<file path="src/hw/ncx_pkg.sv">
// Purpose: shared constants for the negate / complement / or / idle executor
// Assumes: apb register map, 32-bit data, one aligned word per register
// Notes: condition flags kept in a five-bit word, extend at the top

package ncx_pkg;

   // -----------------------------------------------------------------
   // register byte offsets
   // -----------------------------------------------------------------
   localparam logic [7:0] NCX_OFS_OPCODE = 8'h00; // write starts an instruction
   localparam logic [7:0] NCX_OFS_EA_OPERAND = 8'h04; // effective address operand
   localparam logic [7:0] NCX_OFS_DATA_REG = 8'h08; // data register operand
   localparam logic [7:0] NCX_OFS_FLAGS = 8'h0c; // condition flags
   localparam logic [7:0] NCX_OFS_RESULT = 8'h10; // written-back value
   localparam logic [7:0] NCX_OFS_STATUS = 8'h14; // block state

   // -----------------------------------------------------------------
   // condition flag bit positions
   // -----------------------------------------------------------------
   localparam int NCX_FLG_C = 0;
   localparam int NCX_FLG_V = 1;
   localparam int NCX_FLG_Z = 2;
   localparam int NCX_FLG_N = 3;
   localparam int NCX_FLG_X = 4;

   // -----------------------------------------------------------------
   // status bit positions
   // -----------------------------------------------------------------
   localparam int NCX_STS_BUSY = 0;
   localparam int NCX_STS_DONE = 1;
   localparam int NCX_STS_ILLEGAL = 2;
   localparam int NCX_STS_REG_LO = 3; // opcode bits 11-9; the data register number for or
   localparam int NCX_STS_DEST_REG = 6; // result goes to a data register

   // -----------------------------------------------------------------
   // opcode patterns and field codes
   // -----------------------------------------------------------------
   localparam logic [3:0] NCX_LINE_MISC = 4'h4;
   localparam logic [3:0] NCX_LINE_OR = 4'h8;
   localparam logic [3:0] NCX_SUB_EXT_NEG = 4'h0;
   localparam logic [3:0] NCX_SUB_NEG = 4'h4;
   localparam logic [3:0] NCX_SUB_NOT = 4'h6;
   localparam logic [15:0] NCX_IDLE_WORD = 16'h4e71;
   localparam logic [1:0] NCX_SIZE_BYTE = 2'h0;
   localparam logic [1:0] NCX_SIZE_WORD = 2'h1;
   localparam logic [1:0] NCX_SIZE_LONG = 2'h2;
   localparam logic [2:0] NCX_MODE_DREG = 3'h0;
   localparam logic [2:0] NCX_MODE_AREG = 3'h1;
   localparam logic [2:0] NCX_MODE_IDX = 3'h6;
   localparam logic [2:0] NCX_MODE_EXT = 3'h7;
   localparam logic [2:0] NCX_EXT_ABS_W = 3'h0;
   localparam logic [2:0] NCX_EXT_ABS_L = 3'h1;
   localparam logic [2:0] NCX_EXT_IMM = 3'h4;

   // -----------------------------------------------------------------
   // reset values
   // -----------------------------------------------------------------
   localparam logic [31:0] NCX_RST_WORD = 32'h0000_0000;
   localparam logic [4:0] NCX_RST_FLAGS = 5'h00;

   // executor states
   typedef enum logic [1:0] {NCX_IDLE, NCX_EXEC, NCX_WAIT_BUS} ncx_state_type;

   // decoded operation kinds
   typedef enum logic [2:0] {
      NCX_OP_NONE, NCX_OP_NEG, NCX_OP_EXTENDED_SUBTRACT_FROM_ZERO_OP, NCX_OP_NOT, NCX_OP_OR, NCX_OP_IDLE
   } ncx_op_type;

endpackage : ncx_pkg

</file>
<file path="src/hw/ncx_exec.sv">
// Purpose: decode and execute negate, negate with extend, complement, or, idle
// Assumes: apb master from the core; bus_pending_in from core logic, same clock
// Notes: one instruction at a time; operands and flags staged over apb
//
// Operation
// (RL1) size field 00 byte 01 word 10 long
// (RL2) negate group destinations data alterable only
// (RL3) extended address register forms accepted, pc forms refused
// (RL4) extended negate: zero minus operand minus extend
// (RL5) extended negate: carry borrow, extend copies, n, v
// (RL6) extended negate: zero cleared if nonzero, else kept
// (RL7) software sets zero before multi-precision chains
// (RL8) idle instruction changes nothing but program counter
// (RL9) idle waits until pending bus cycles finish
// (RL10) complement inverts every bit of destination
// (RL11) complement: x kept, n z set, v c cleared
// (RL12) or combines source and destination bitwise
// (RL13) or never uses address register operands
// (RL14) or: x kept, n from msb, z, v c cleared
// (RL15) or codes 000-010 result into data register
// (RL16) or codes 100-110 result into effective address
// (RL17) register field picks one of eight data registers
// (RL18) negate: zero minus destination into destination
// (RL19) negate: carry set unless zero, x copies carry
// (RL20) or memory destination only memory alterable modes
// (RL21) data register destination uses register direction encoding
// (RL22) opcode lines 0100, fixed idle word, 1000
// (RL23) byte and word keep upper register bits
//
// Added by the designer: the APB register port and the placing of the registers.

`timescale 1ns/1ps

module ncx_exec
   import ncx_pkg::*;
(
   // clock and reset
   input wire logic clk_in,
   input wire logic resetn_in,
   // apb slave
   input wire logic psel_in,
   input wire logic penable_in,
   input wire logic pwrite_in,
   input wire logic [7:0] paddr_in,
   input wire logic [31:0] pwdata_in,
   output logic pready_out,
   output logic pslverr_out,
   output logic [31:0] prdata_out,
   // core pipeline
   input wire logic bus_pending_in,
   output logic pc_step_out
);

   // -----------------------------------------------------------------
   // registers and state
   // -----------------------------------------------------------------
   logic [15:0] opcode; // latched instruction word
   logic [31:0] ea_operand; // effective address operand value
   logic [31:0] data_register; // data register operand value
   logic [4:0] flags; // x n z v c
   logic [31:0] result; // last written-back value
   logic done; // sticky completion
   logic illegal; // last opcode refused
   logic dest_reg; // last result targets a data register
   ncx_state_type state; // executor state
   ncx_op_type op; // latched operation kind

   // bus decode
   logic setup_phase; // first apb cycle
   logic access_wr; // write takes effect this edge
   logic addr_ok; // mapped address
   logic busy; // instruction in flight

   assign busy = (state != NCX_IDLE);
   assign setup_phase = psel_in & ~penable_in;
   assign access_wr = psel_in & penable_in & pwrite_in;
   assign addr_ok = (paddr_in == NCX_OFS_OPCODE) | (paddr_in == NCX_OFS_EA_OPERAND) |
                    (paddr_in == NCX_OFS_DATA_REG) | (paddr_in == NCX_OFS_FLAGS) |
                    (paddr_in == NCX_OFS_RESULT) | (paddr_in == NCX_OFS_STATUS);

   // zero wait state: answer in the first access cycle
   assign pready_out = psel_in & penable_in;
   assign pslverr_out = psel_in & penable_in & ~addr_ok;

   // -----------------------------------------------------------------
   // decode of a freshly written opcode word
   // -----------------------------------------------------------------
   logic [15:0] w; // word being written
   logic [2:0] w_mode; // ea mode
   logic [2:0] w_reg; // ea register
   logic data_alt; // data alterable destination
   logic mem_alt; // memory alterable destination
   logic data_src; // data addressing source
   ncx_op_type next_op; // decoded kind, none when refused

   assign w = pwdata_in[15:0];
   assign w_mode = w[5:3];
   assign w_reg = w[2:0];

   always_comb begin
      // mode 110 covers indexed and the extended address register forms;
      // the pc-relative forms live under 111 and are refused as destinations, accepted as or sources
      data_alt = (w_mode != NCX_MODE_AREG) & ((w_mode != NCX_MODE_EXT) |
                 (w_reg == NCX_EXT_ABS_W) | (w_reg == NCX_EXT_ABS_L)); // see (RL2) see (RL3)
      mem_alt = data_alt & (w_mode != NCX_MODE_DREG); // see (RL20)
      data_src = (w_mode != NCX_MODE_AREG) &
                 ((w_mode != NCX_MODE_EXT) | (w_reg <= NCX_EXT_IMM)); // see (RL13)
      next_op = NCX_OP_NONE;
      if (w == NCX_IDLE_WORD) begin // see (RL22)
         next_op = NCX_OP_IDLE;
      end else if (w[15:12] == NCX_LINE_MISC && w[7:6] != 2'h3 && data_alt) begin // see (RL1)
         if (w[11:8] == NCX_SUB_NEG) begin
            next_op = NCX_OP_NEG;
         end else if (w[11:8] == NCX_SUB_EXT_NEG) begin
            next_op = NCX_OP_EXTENDED_SUBTRACT_FROM_ZERO_OP;
         end else if (w[11:8] == NCX_SUB_NOT) begin
            next_op = NCX_OP_NOT;
         end
      end else if (w[15:12] == NCX_LINE_OR && w[7:6] != 2'h3) begin
         // opmode bit 8 picks direction; bits 7-6 are the size
         if (!w[8] && data_src) begin // see (RL15)
            next_op = NCX_OP_OR;
         end else if (w[8] && mem_alt) begin // see (RL16) see (RL21)
            next_op = NCX_OP_OR;
         end
      end
   end

   logic opcode_wr; // opcode write accepted
   assign opcode_wr = access_wr & (paddr_in == NCX_OFS_OPCODE) & ~busy;

   // -----------------------------------------------------------------
   // executor state machine
   // -----------------------------------------------------------------
   always_ff @(posedge clk_in) begin
      if (!resetn_in) begin
         state <= NCX_IDLE;
         op <= NCX_OP_NONE;
      end else begin
         unique case (state)
            NCX_IDLE: begin
               if (opcode_wr) begin
                  op <= next_op;
                  if (next_op == NCX_OP_IDLE) begin
                     state <= NCX_WAIT_BUS;
                  end else if (next_op != NCX_OP_NONE) begin
                     state <= NCX_EXEC;
                  end
               end
            end
            NCX_EXEC: begin
               state <= NCX_IDLE;
            end
            NCX_WAIT_BUS: begin
               // hold the pipeline until all earlier bus cycles drain
               if (!bus_pending_in) begin // see (RL9)
                  state <= NCX_IDLE;
               end
            end
         endcase
      end
   end

   // opcode latch
   always_ff @(posedge clk_in) begin
      if (!resetn_in) begin
         opcode <= 16'h0000;
      end else if (opcode_wr) begin
         opcode <= w;
      end
   end

   // -----------------------------------------------------------------
   // operand selection and arithmetic
   // -----------------------------------------------------------------
   logic [1:0] size; // operation size
   logic [31:0] mask; // sized lanes
   logic [31:0] dst; // destination original
   logic [31:0] src; // or source
   logic [31:0] raw; // unsized result
   logic [31:0] sized_res; // result masked to size
   logic [31:0] next_result; // merged write-back value
   logic to_dreg; // destination is a data register
   logic dm; // destination msb
   logic rm; // result msb
   logic rz; // sized result zero
   logic [4:0] next_flags; // flags after execution

   assign size = opcode[7:6];

   always_comb begin
      unique case (size) // see (RL1)
         NCX_SIZE_BYTE: mask = 32'h0000_00ff;
         NCX_SIZE_WORD: mask = 32'h0000_ffff;
         default: mask = 32'hffff_ffff;
      endcase
   end

   always_comb begin
      // or with opmode bit 8 clear writes the register field's data register
      to_dreg = (op == NCX_OP_OR) ? ~opcode[8] : (opcode[5:3] == NCX_MODE_DREG);
      dst = ((op == NCX_OP_OR) && !opcode[8]) ? data_register : ea_operand; // see (RL17)
      src = ((op == NCX_OP_OR) && !opcode[8]) ? ea_operand : data_register;
      unique case (op)
         NCX_OP_NEG: raw = 32'h0000_0000 - dst; // see (RL18)
         NCX_OP_EXTENDED_SUBTRACT_FROM_ZERO_OP: raw = 32'h0000_0000 - dst - {31'h0, flags[NCX_FLG_X]}; // see (RL4)
         NCX_OP_NOT: raw = ~dst; // see (RL10)
         NCX_OP_OR: raw = src | dst; // see (RL12)
         default: raw = dst;
      endcase
      sized_res = raw & mask;
      // a register keeps the lanes above the size; memory sees sized data
      next_result = to_dreg ? (sized_res | (dst & ~mask)) : sized_res; // see (RL23)
   end

   always_comb begin
      unique case (size)
         NCX_SIZE_BYTE: begin
            dm = dst[7];
            rm = raw[7];
         end
         NCX_SIZE_WORD: begin
            dm = dst[15];
            rm = raw[15];
         end
         default: begin
            dm = dst[31];
            rm = raw[31];
         end
      endcase
      rz = (sized_res == 32'h0000_0000);
      next_flags = flags;
      unique case (op)
         NCX_OP_NEG: begin
            next_flags[NCX_FLG_C] = ~rz; // see (RL19)
            next_flags[NCX_FLG_X] = ~rz;
            next_flags[NCX_FLG_N] = rm;
            next_flags[NCX_FLG_Z] = rz;
            next_flags[NCX_FLG_V] = dm & rm;
         end
         NCX_OP_EXTENDED_SUBTRACT_FROM_ZERO_OP: begin
            // borrow out of zero minus operand minus extend
            next_flags[NCX_FLG_C] = dm | rm; // see (RL5)
            next_flags[NCX_FLG_X] = dm | rm;
            next_flags[NCX_FLG_N] = rm;
            next_flags[NCX_FLG_V] = dm & rm;
            // zero only ever falls, so a chain reports all-zero at its end
            if (!rz) begin // see (RL6) see (RL7)
               next_flags[NCX_FLG_Z] = 1'b0;
            end
         end
         NCX_OP_NOT, NCX_OP_OR: begin
            next_flags[NCX_FLG_N] = rm; // see (RL11) see (RL14)
            next_flags[NCX_FLG_Z] = rz;
            next_flags[NCX_FLG_V] = 1'b0;
            next_flags[NCX_FLG_C] = 1'b0;
         end
         default: begin
            next_flags = flags; // see (RL8)
         end
      endcase
   end

   // -----------------------------------------------------------------
   // software-written operand registers
   // -----------------------------------------------------------------
   // writes are refused while busy so operands stay stable mid-instruction
   always_ff @(posedge clk_in) begin
      if (!resetn_in) begin
         ea_operand <= NCX_RST_WORD;
         data_register <= NCX_RST_WORD;
      end else if (access_wr && !busy) begin
         if (paddr_in == NCX_OFS_EA_OPERAND) begin
            ea_operand <= pwdata_in;
         end
         if (paddr_in == NCX_OFS_DATA_REG) begin
            data_register <= pwdata_in;
         end
      end
   end

   // flags: software seeds them, execution updates them
   always_ff @(posedge clk_in) begin
      if (!resetn_in) begin
         flags <= NCX_RST_FLAGS;
      end else if (state == NCX_EXEC) begin
         flags <= next_flags;
      end else if (access_wr && !busy && paddr_in == NCX_OFS_FLAGS) begin
         flags <= pwdata_in[4:0];
      end
   end

   // result and destination kind
   always_ff @(posedge clk_in) begin
      if (!resetn_in) begin
         result <= NCX_RST_WORD;
         dest_reg <= 1'b0;
      end else if (state == NCX_EXEC) begin
         result <= next_result;
         dest_reg <= to_dreg;
      end
   end

   // -----------------------------------------------------------------
   // completion status and program counter step
   // -----------------------------------------------------------------
   logic finish; // instruction completes this edge
   assign finish = (state == NCX_EXEC) | ((state == NCX_WAIT_BUS) & ~bus_pending_in);

   always_ff @(posedge clk_in) begin
      if (!resetn_in) begin
         done <= 1'b0;
         illegal <= 1'b0;
         pc_step_out <= 1'b0;
      end else begin
         pc_step_out <= finish; // see (RL8)
         if (opcode_wr) begin
            // a refused word completes at once and flags the fault
            done <= (next_op == NCX_OP_NONE);
            illegal <= (next_op == NCX_OP_NONE);
         end else if (finish) begin
            done <= 1'b1;
         end
      end
   end

   // -----------------------------------------------------------------
   // read data, captured in the setup cycle
   // -----------------------------------------------------------------
   always_ff @(posedge clk_in) begin
      if (!resetn_in) begin
         prdata_out <= NCX_RST_WORD;
      end else if (setup_phase) begin
         unique case (paddr_in)
            NCX_OFS_OPCODE: prdata_out <= {16'h0000, opcode};
            NCX_OFS_EA_OPERAND: prdata_out <= ea_operand;
            NCX_OFS_DATA_REG: prdata_out <= data_register;
            NCX_OFS_FLAGS: prdata_out <= {27'h0, flags};
            NCX_OFS_RESULT: prdata_out <= result;
            NCX_OFS_STATUS: prdata_out <= {25'h0, dest_reg, opcode[11:9], illegal, done, busy};
            default: prdata_out <= NCX_RST_WORD;
         endcase
      end
   end

   // -----------------------------------------------------------------
   // checks
   // -----------------------------------------------------------------
   a_idle_flags_kept: assert property (@(posedge clk_in) disable iff (!resetn_in) // see (RL8)
      (state == NCX_WAIT_BUS) |=> $stable(flags) && $stable(result))
      else $error("idle instruction changed flags or result");

   a_idle_waits_bus: assert property (@(posedge clk_in) disable iff (!resetn_in) // see (RL9)
      (state == NCX_WAIT_BUS && bus_pending_in) |=> !pc_step_out && state == NCX_WAIT_BUS)
      else $error("idle instruction finished with bus cycles pending");

   a_not_clears_vc: assert property (@(posedge clk_in) disable iff (!resetn_in) // see (RL11)
      (state == NCX_EXEC && op == NCX_OP_NOT) |=>
      !flags[NCX_FLG_V] && !flags[NCX_FLG_C] && flags[NCX_FLG_X] == $past(flags[NCX_FLG_X]))
      else $error("complement flags wrong");

   a_or_zero_flag: assert property (@(posedge clk_in) disable iff (!resetn_in) // see (RL14)
      (state == NCX_EXEC && op == NCX_OP_OR) |=>
      flags[NCX_FLG_Z] == ((result & $past(mask)) == 32'h0) && !flags[NCX_FLG_C])
      else $error("or zero or carry flag wrong");

   a_extended_subtract_from_zero_op_zero_sticky: assert property (@(posedge clk_in) disable iff (!resetn_in) // see (RL6)
      (state == NCX_EXEC && op == NCX_OP_EXTENDED_SUBTRACT_FROM_ZERO_OP && rz) |=>
      flags[NCX_FLG_Z] == $past(flags[NCX_FLG_Z]))
      else $error("extended negate touched zero on zero result");

   a_neg_carry_x: assert property (@(posedge clk_in) disable iff (!resetn_in) // see (RL19)
      (state == NCX_EXEC && op == NCX_OP_NEG) |=>
      flags[NCX_FLG_C] == ((result & $past(mask)) != 32'h0) &&
      flags[NCX_FLG_X] == flags[NCX_FLG_C])
      else $error("negate carry or extend wrong");

   a_areg_refused: assert property (@(posedge clk_in) disable iff (!resetn_in) // see (RL13)
      (opcode_wr && w[15:12] == NCX_LINE_OR && w_mode == NCX_MODE_AREG) |=>
      illegal && done && state == NCX_IDLE)
      else $error("or accepted an address register operand");

   a_byte_upper_kept: assert property (@(posedge clk_in) disable iff (!resetn_in) // see (RL23)
      (state == NCX_EXEC && to_dreg && size == NCX_SIZE_BYTE) |=>
      result[31:8] == $past(dst[31:8]))
      else $error("byte operation disturbed upper register bits");

   a_exec_one_cycle: assert property (@(posedge clk_in) disable iff (!resetn_in) // see (RL4)
      (opcode_wr && next_op == NCX_OP_EXTENDED_SUBTRACT_FROM_ZERO_OP) |=> state == NCX_EXEC ##1 pc_step_out && done)
      else $error("extended negate did not complete in one cycle");

endmodule : ncx_exec

</file>
<file path="config.mk">
export PLATFORM = sky130hd
export DESIGN_NAME = ncx_exec
export DESIGN_NICKNAME = d
export VERILOG_FILES = /design/src/hw/ncx_pkg.sv /design/src/hw/ncx_exec.sv
export SDC_FILE = /design/constraint.sdc
export NUM_CORES = 1
export LEC_CHECK = 0
export ABC_AREA = 0
export BUFFER_PORTS_ARGS = -buffer_cell sky130_fd_sc_hd__buf_4
export CORE_ASPECT_RATIO = 2
export CORE_MARGIN = 2
export CORE_UTILIZATION = 56
export DETAILED_ROUTE_END_ITERATION = 7
export PLACE_DENSITY = 0.83
export SYNTH_ARGS = -nofsm -noshare
export SYNTH_HDL_FRONTEND = slang
export SYNTH_SLANG_ARGS = --single-unit
</file>
<file path="constraint.sdc">
create_clock -name clk_in -period 5.7 [get_ports clk_in]
set_input_delay 0 -clock clk_in [delete_from_list [all_inputs] [get_ports clk_in]]
set_output_delay 0 -clock clk_in [all_outputs]
set_load 0.02 [all_outputs]
</file>
======== After elaboration in Yosys (flattened, before gate mapping) ========
Index checks and enable logic that the tools add are counted.
cells by class
  $add $sub $neg .......................... 2
  order comparisons ....................... 1
  equality and inequality tests ........... 28
  muxes and demuxes ....................... 29
  bitwise logic cells ..................... 33
  reduce and logical (&&, ||, !) cells .... 32
operators with widths
  operator                 count
  $pmux W32 S6             1
  $pmux W32 S4             1
  $mux W32                 3
  $and A32 B32 Y32         2
  $not A32 Y32             2
  $or A32 B32 Y32          2
  $pmux W32 S2             1
  $logic_not A32 Y1        1
  $sub A1 B32 Y32 const A  1
  $sub A32 B1 Y32          1
  $eq A16 B15 Y1 const B   1
  $eq A8 B4 Y1 const B     2
  $eq A8 B5 Y1 const B     2
  $mux W3                  5
  $mux W2                  7
  $eq A4 B3 Y1 const B     3
  $pmux W4 S3              1
  $and A1 B1 Y1            11
  $mux W5                  2
  $or A1 B1 Y1             10
  $reduce_and A2 Y1        5
  $logic_not A3 Y1         3
  $ne A3 B3 Y1 const B     3
  $eq A8 B3 Y1 const B     1
  other kinds (23)         54
storage, ports and cells
  bits in registers ....................... 158
  input bits .............................. 46
  output and inout port bits .............. 35
  logic and storage cells ................. 139

======== Depth between registers and ports, before layout ========
  depth in word-level cells ............... 16
  gate-level depth with buffers ........... 25
  depth with buffers taken out ............ 16

======== Worst setup path before layout ========
Ideal clock, no wire load.
  path type ............................... register to register
  from .................................... register op[0]
  to ...................................... register flags[2]
  setup time .............................. 0.060 ns
  arrival ................................. 5.653 ns
  required time ........................... 5.640 ns
  path slack .............................. -0.013 ns
  stages on the path, launching flop included .. 25
  buffers on the path ..................... 9
  path through ............................ dfxtp_1 > buf_6 > or4b_4 > buf_6 > buf_8 > buf_12 > buf_8 > buf_12 > buf_12 > buf_2 > mux2i_1 > ha_1 > or4b_1 > clkbuf_1 > or4_1 > a211oi_1 > o21ai_0 > or4_1 > a21oi_1 > and3_2 > xnor2_1 > a21oi_1 > nand4_1 > nor4_2 > o221a_1
on the way
  cells in the longest elaborated chain, start to end .. 10
RTL lines
  what                                                    line                              text
  start, declared                                         ncx_exec.sv:66                    ncx_op_type op;
  start signal, assigned                                  ncx_exec.sv:143                   op <= next_op;
  $eq A3 B3 Y1                                            n/a
  $logic_and A1 B1 Y1                                     ncx_exec.sv:202, ncx_exec.sv:203
  $mux W32                                                ncx_exec.sv:202                   dst = ((op == NCX_OP_OR) && !opcode[8]) ? data_register : ea_operand;
  $sub A1 B32 Y32                                         ncx_exec.sv:205, ncx_exec.sv:206
  $sub A32 B1 Y32                                         ncx_exec.sv:206                   NCX_OP_EXTENDED_SUBTRACT_FROM_ZERO_OP: raw = 32'h0000_0000 - dst - {31'h0, flags[NCX_FLG_X]};
  $pmux W32 S4                                            ncx_exec.sv:204                   unique case (op)
  $and A32 B32 Y32                                        ncx_exec.sv:211                   sized_res = raw & mask;
  $logic_not A32 Y1                                       ncx_exec.sv:231                   rz = (sized_res == 32'h0000_0000);
  $ne A3 B3 Y1 (no line) or $pmux W4 S3 (tied branches)   n/a
  $reduce_and A3 Y1 (no line) or $mux W5 (tied branches)  n/a
  end signal, assigned                                    ncx_exec.sv:287                   flags <= next_flags;
  end signal, assigned                                    ncx_exec.sv:289                   flags <= pwdata_in[4:0];
  end, declared                                           ncx_exec.sv:60                    logic [4:0] flags;
Parallel ways exist; a longest one is shown, timed or not. The select of a mux whose other input is x is not followed.
A chain may end at the register's enable or synchronous reset.

======== Worst setup path after layout ========
  from .................................... register data_register[10]
  to ...................................... register flags[4]
on the way
  cells in the longest elaborated chain, start to end .. 9
RTL lines
  what                    line                              text
  start, declared         ncx_exec.sv:59                    logic [31:0] data_register;
  start signal, assigned  ncx_exec.sv:277                   data_register <= pwdata_in;
  $mux W32                ncx_exec.sv:202
  $sub A1 B32 Y32         ncx_exec.sv:205, ncx_exec.sv:206
  $sub A32 B1 Y32         ncx_exec.sv:206
  $pmux W32 S4 *          ncx_exec.sv:204
  $and A32 B32 Y32        ncx_exec.sv:211
  $logic_not A32 Y1       ncx_exec.sv:231
  $not A1 Y1              ncx_exec.sv:236                   next_flags[NCX_FLG_X] = ~rz;
  $pmux W1 S2 *           ncx_exec.sv:233                   unique case (op)
  $mux W5 *               ncx_exec.sv:286                   end else if (state == NCX_EXEC) begin
Mark *: on every way between the ends. The rest lies on a longest branch, timed or not.

==> results.md <==
- Status: finished, violations left
- Violated checks: design-rule violations
- Relative slew slack: 0.211
- GR Overflow Total: 0
- Net count after synthesis: approximately 1,600
- Wire length of the first global-routing pass: between 70,000 and 80,000 um
- Synth warnings: 0
- Path type of the worst setup path: register to register
- Number of instances in the placed design: 1,821
- Post-Syn Area: ~12,000 sq um
- Number of CTS-inserted buffers: 17
- Maximum Capacitance Violations: 0
- Antenna Diode Count: 0
- RD Place Congestion: between 1 and 1.5
- Post-layout nets: around 1,700
- Number of standard cells after synthesis: 1,570
- Worst setup SP type: register
- Input/output buffers: 80
- Number of enable-type register cells in the synthesized netlist: 0
- Most frequently used flop master after synthesis: dfxtp_1
- Fraction of the yosys area taken by sequential cells: 0.273
- Area growth syn-to-layout: 13.9%
- CTS root buffer: clkbuf_16
- Die area: 21,900 sq um
- Setup-failing EPs final: 0
- Area of all sequential standard cells: roughly 3200 sq um
- Count of routing violations after the opening detailed-route iteration: 1,354
- Proportion of layout cells with a drive suffix above 1: 0.127
- Hold Slack: 91.9 ps
- Total Routed Length: ~50,000 um
- Final-report hold violation count: 0
- Crit. End Element: register
- Most frequent standard cell in the layout excluding fill and tap cells: nand2_1
- Leading cell types in the layout, fill and taps excluded: nand2_1 (319), dfxtp_1 (157), buf_4 (130)
- Width of the die: roughly 110 um
- Pin count of the biggest net entering global routing: 84
- RSZ-0062 raised after global routing: no
- Worst-case clock buffer depth: 2
- Static Leak: 4.95 nW
- Final slew viol count: 0
- Area occupied by multi-input gates: 7740 sq um
- Later-pin clock latency in the skew report: around 460 ps
- Overall Global Routing Usage: 0.455
- Post-DP HPWL: around 35,000 um
- Post-synthesis cell type with the largest combined area: dfxtp_1
- Design Power: 2.49 mW
- #FFs+latches synth: ~160
- Initial standard-cell utilization of the core: 0.569
- Non-filler instance count after layout: between 1,500 and 2,000
- Number of distinct library cell variants in the gate-level netlist after synthesis: a little under 90
- DRC Markers: 13
- Hold Crit Class: input port to register
- Period minus WS final: between 5000 and 6000 ps
- F_max: 182 MHz
- Worst Max-Slew Pin Slew: roughly 1200 ps
- Post-Syn Area per Cell: about 7.4 sq um
- Vias in the first global route: about 13,000
- # H-tree levels: 4
- Number of gates given a new drive strength after cts: 0
- Skew final: between 10 and 15 ps
- Worst endpoint required time: 6020 ps
- Per-cell via count in the routed design: between 6 and 7
- Critical Path Fanout Max: 9
- Io pins: 81
- Overall die height: about 210 um
- Antenna violations before repair: 1
- Number of placement rows: 74
- Number of nets with antenna violations after detailed routing: 0
- Drt pass-1 iters: 8
- Synth top area share: 0.273
- CTS tree: done
- Routed len/inst: 26.6 um
- Worst vdd rail ir drop: 342 uV
- CTS clk-pin slew, worst paths: 60 ps
- Number of fillers in the final layout: about 1,800
- Final period util: 0.964
- Sum Neg Setup Slack: 0 ps
- Arrival time of data at the critical path endpoint: 5820 ps
- Placeable core region: a little over 20,000 sq um
- Power density over the cells: approximately 190 nW/um^2
- Synth top area cells: dfxtp_1 (27%), nand2_1 (10%), a21boi_0 (5.8%)
- Via count: 13,200
- Post-synth ARST share: 0
- Sink Count: between 150 and 200
critical path, stage by stage (launching register included):
cell	delay (ps)
dfxtp_1	440
nor3_1	990
nand4_1	520
a221oi_1	790
xnor2_1	290
nand4_2	290
nor4_1	590
nand4_1	210
a221oi_1	400
nand4_1	210
nor4_2	450
o21ai_0	180
synthesized netlist by cell type, types with 5 or more instances:
library cell / n
o221a_2: 8
nor2_1: 67
mux2_2: 7
and3_1: 15
a222oi_1: 23
clkbuf_1: 118
nand4_1: 23
a31oi_1: 21
nand3_1: 24
buf_2: 9
a21oi_1: 97
a21boi_0: 89
dfxtp_1: 158
o211a_1: 12
o22ai_1: 11
o32ai_1: 7
nor3b_1: 8
o211ai_1: 6
nor4_1: 18
a211oi_1: 14
nor2b_1: 19
inv_1: 14
nand4b_1: 6
o221ai_1: 10
o21ai_0: 102
or3_1: 16
nand2_1: 319
mux2i_1: 52
a211o_1: 5
xor2_1: 19
and2_1: 42
nor4b_1: 5
nor3_1: 25
a221oi_1: 10
o21a_1: 14
buf_1: 12
a22oi_1: 16
xnor2_1: 37
ha_1: 6
or4_1: 9
nand2b_1: 18
metrics by stage:
stage	setup WS [ps]	cell area, sq um	util
3_3_place_gp	674	12300	0.603
3_5_place_dp	572	12300	0.603
5_1_grt	80.6	13200	0.648
6_report	203	13200	0.648
4_1_cts	561	13200	0.648
2_1_floorplan	42.9	11600	-
power by group:
group          switching [mW]  internal, mW
Clock                   0.496         0.657
Combinational           0.111        0.0848
Sequential             0.0127          1.13
Total                   0.619          1.87
routing by layer:
| metal | global-route usage | up-vias | wire length, um |
|---|---|---|---|
| met1 | 0.432 | 6041 | 15400 |
| met5 | 0 | - | 0 |
| met4 | 0.492 | 0 | 6930 |
| met2 | 0.747 | 921 | 23500 |
| li1 | - | 5773 | - |
| met3 | 0.114 | 438 | 4430 |
worst paths after layout:
kind,startpoint,end,slack [ps],depth (start not counted)
worst max-delay path,data_register[10]$_SDFFE_PN0P_,flags[4]$_SDFFE_PN0P_,200,11
worst min-delay path,pwrite_in,state[1]$_SDFFE_PN0P_,90,5
worst max register to register,data_register[10]$_SDFFE_PN0P_,flags[4]$_SDFFE_PN0P_,200,11
worst min register to register,done$_SDFFE_PN0P_,prdata_out[1]$_SDFFE_PN0P_,470,2
cell families after synthesis:
kind of cell,after synthesis,share of synthesized area
buffers and inverters,160,0.0602
xor gates and xnor gates,56,0.0423
AOI/OAI and AO/OA,492,0.295
adders and majority gates,6,0.00648
DFF,158,0.273
and+or+nand+nor,638,0.270
muxes,60,0.0537
timing repair:
item / 4_1_cts / 5_1_grt
hold buffers: 34 / 0
setup endpoints to repair: 0 / 0
hold endpoints to repair: 87 / 0
setup buffers: 0 / 0
layout make-up:
class	instances	share of cell area
inverters	14	0.00398
multi-input cells	1252	0.586
well taps	266	0.0252
flip-flops and latches	158	0.240
clock inverters	12	0.0101
clock buffers	19	0.0335
repair buffers	165	0.101
No activity file was read; power rests on OpenSTA's default activity.
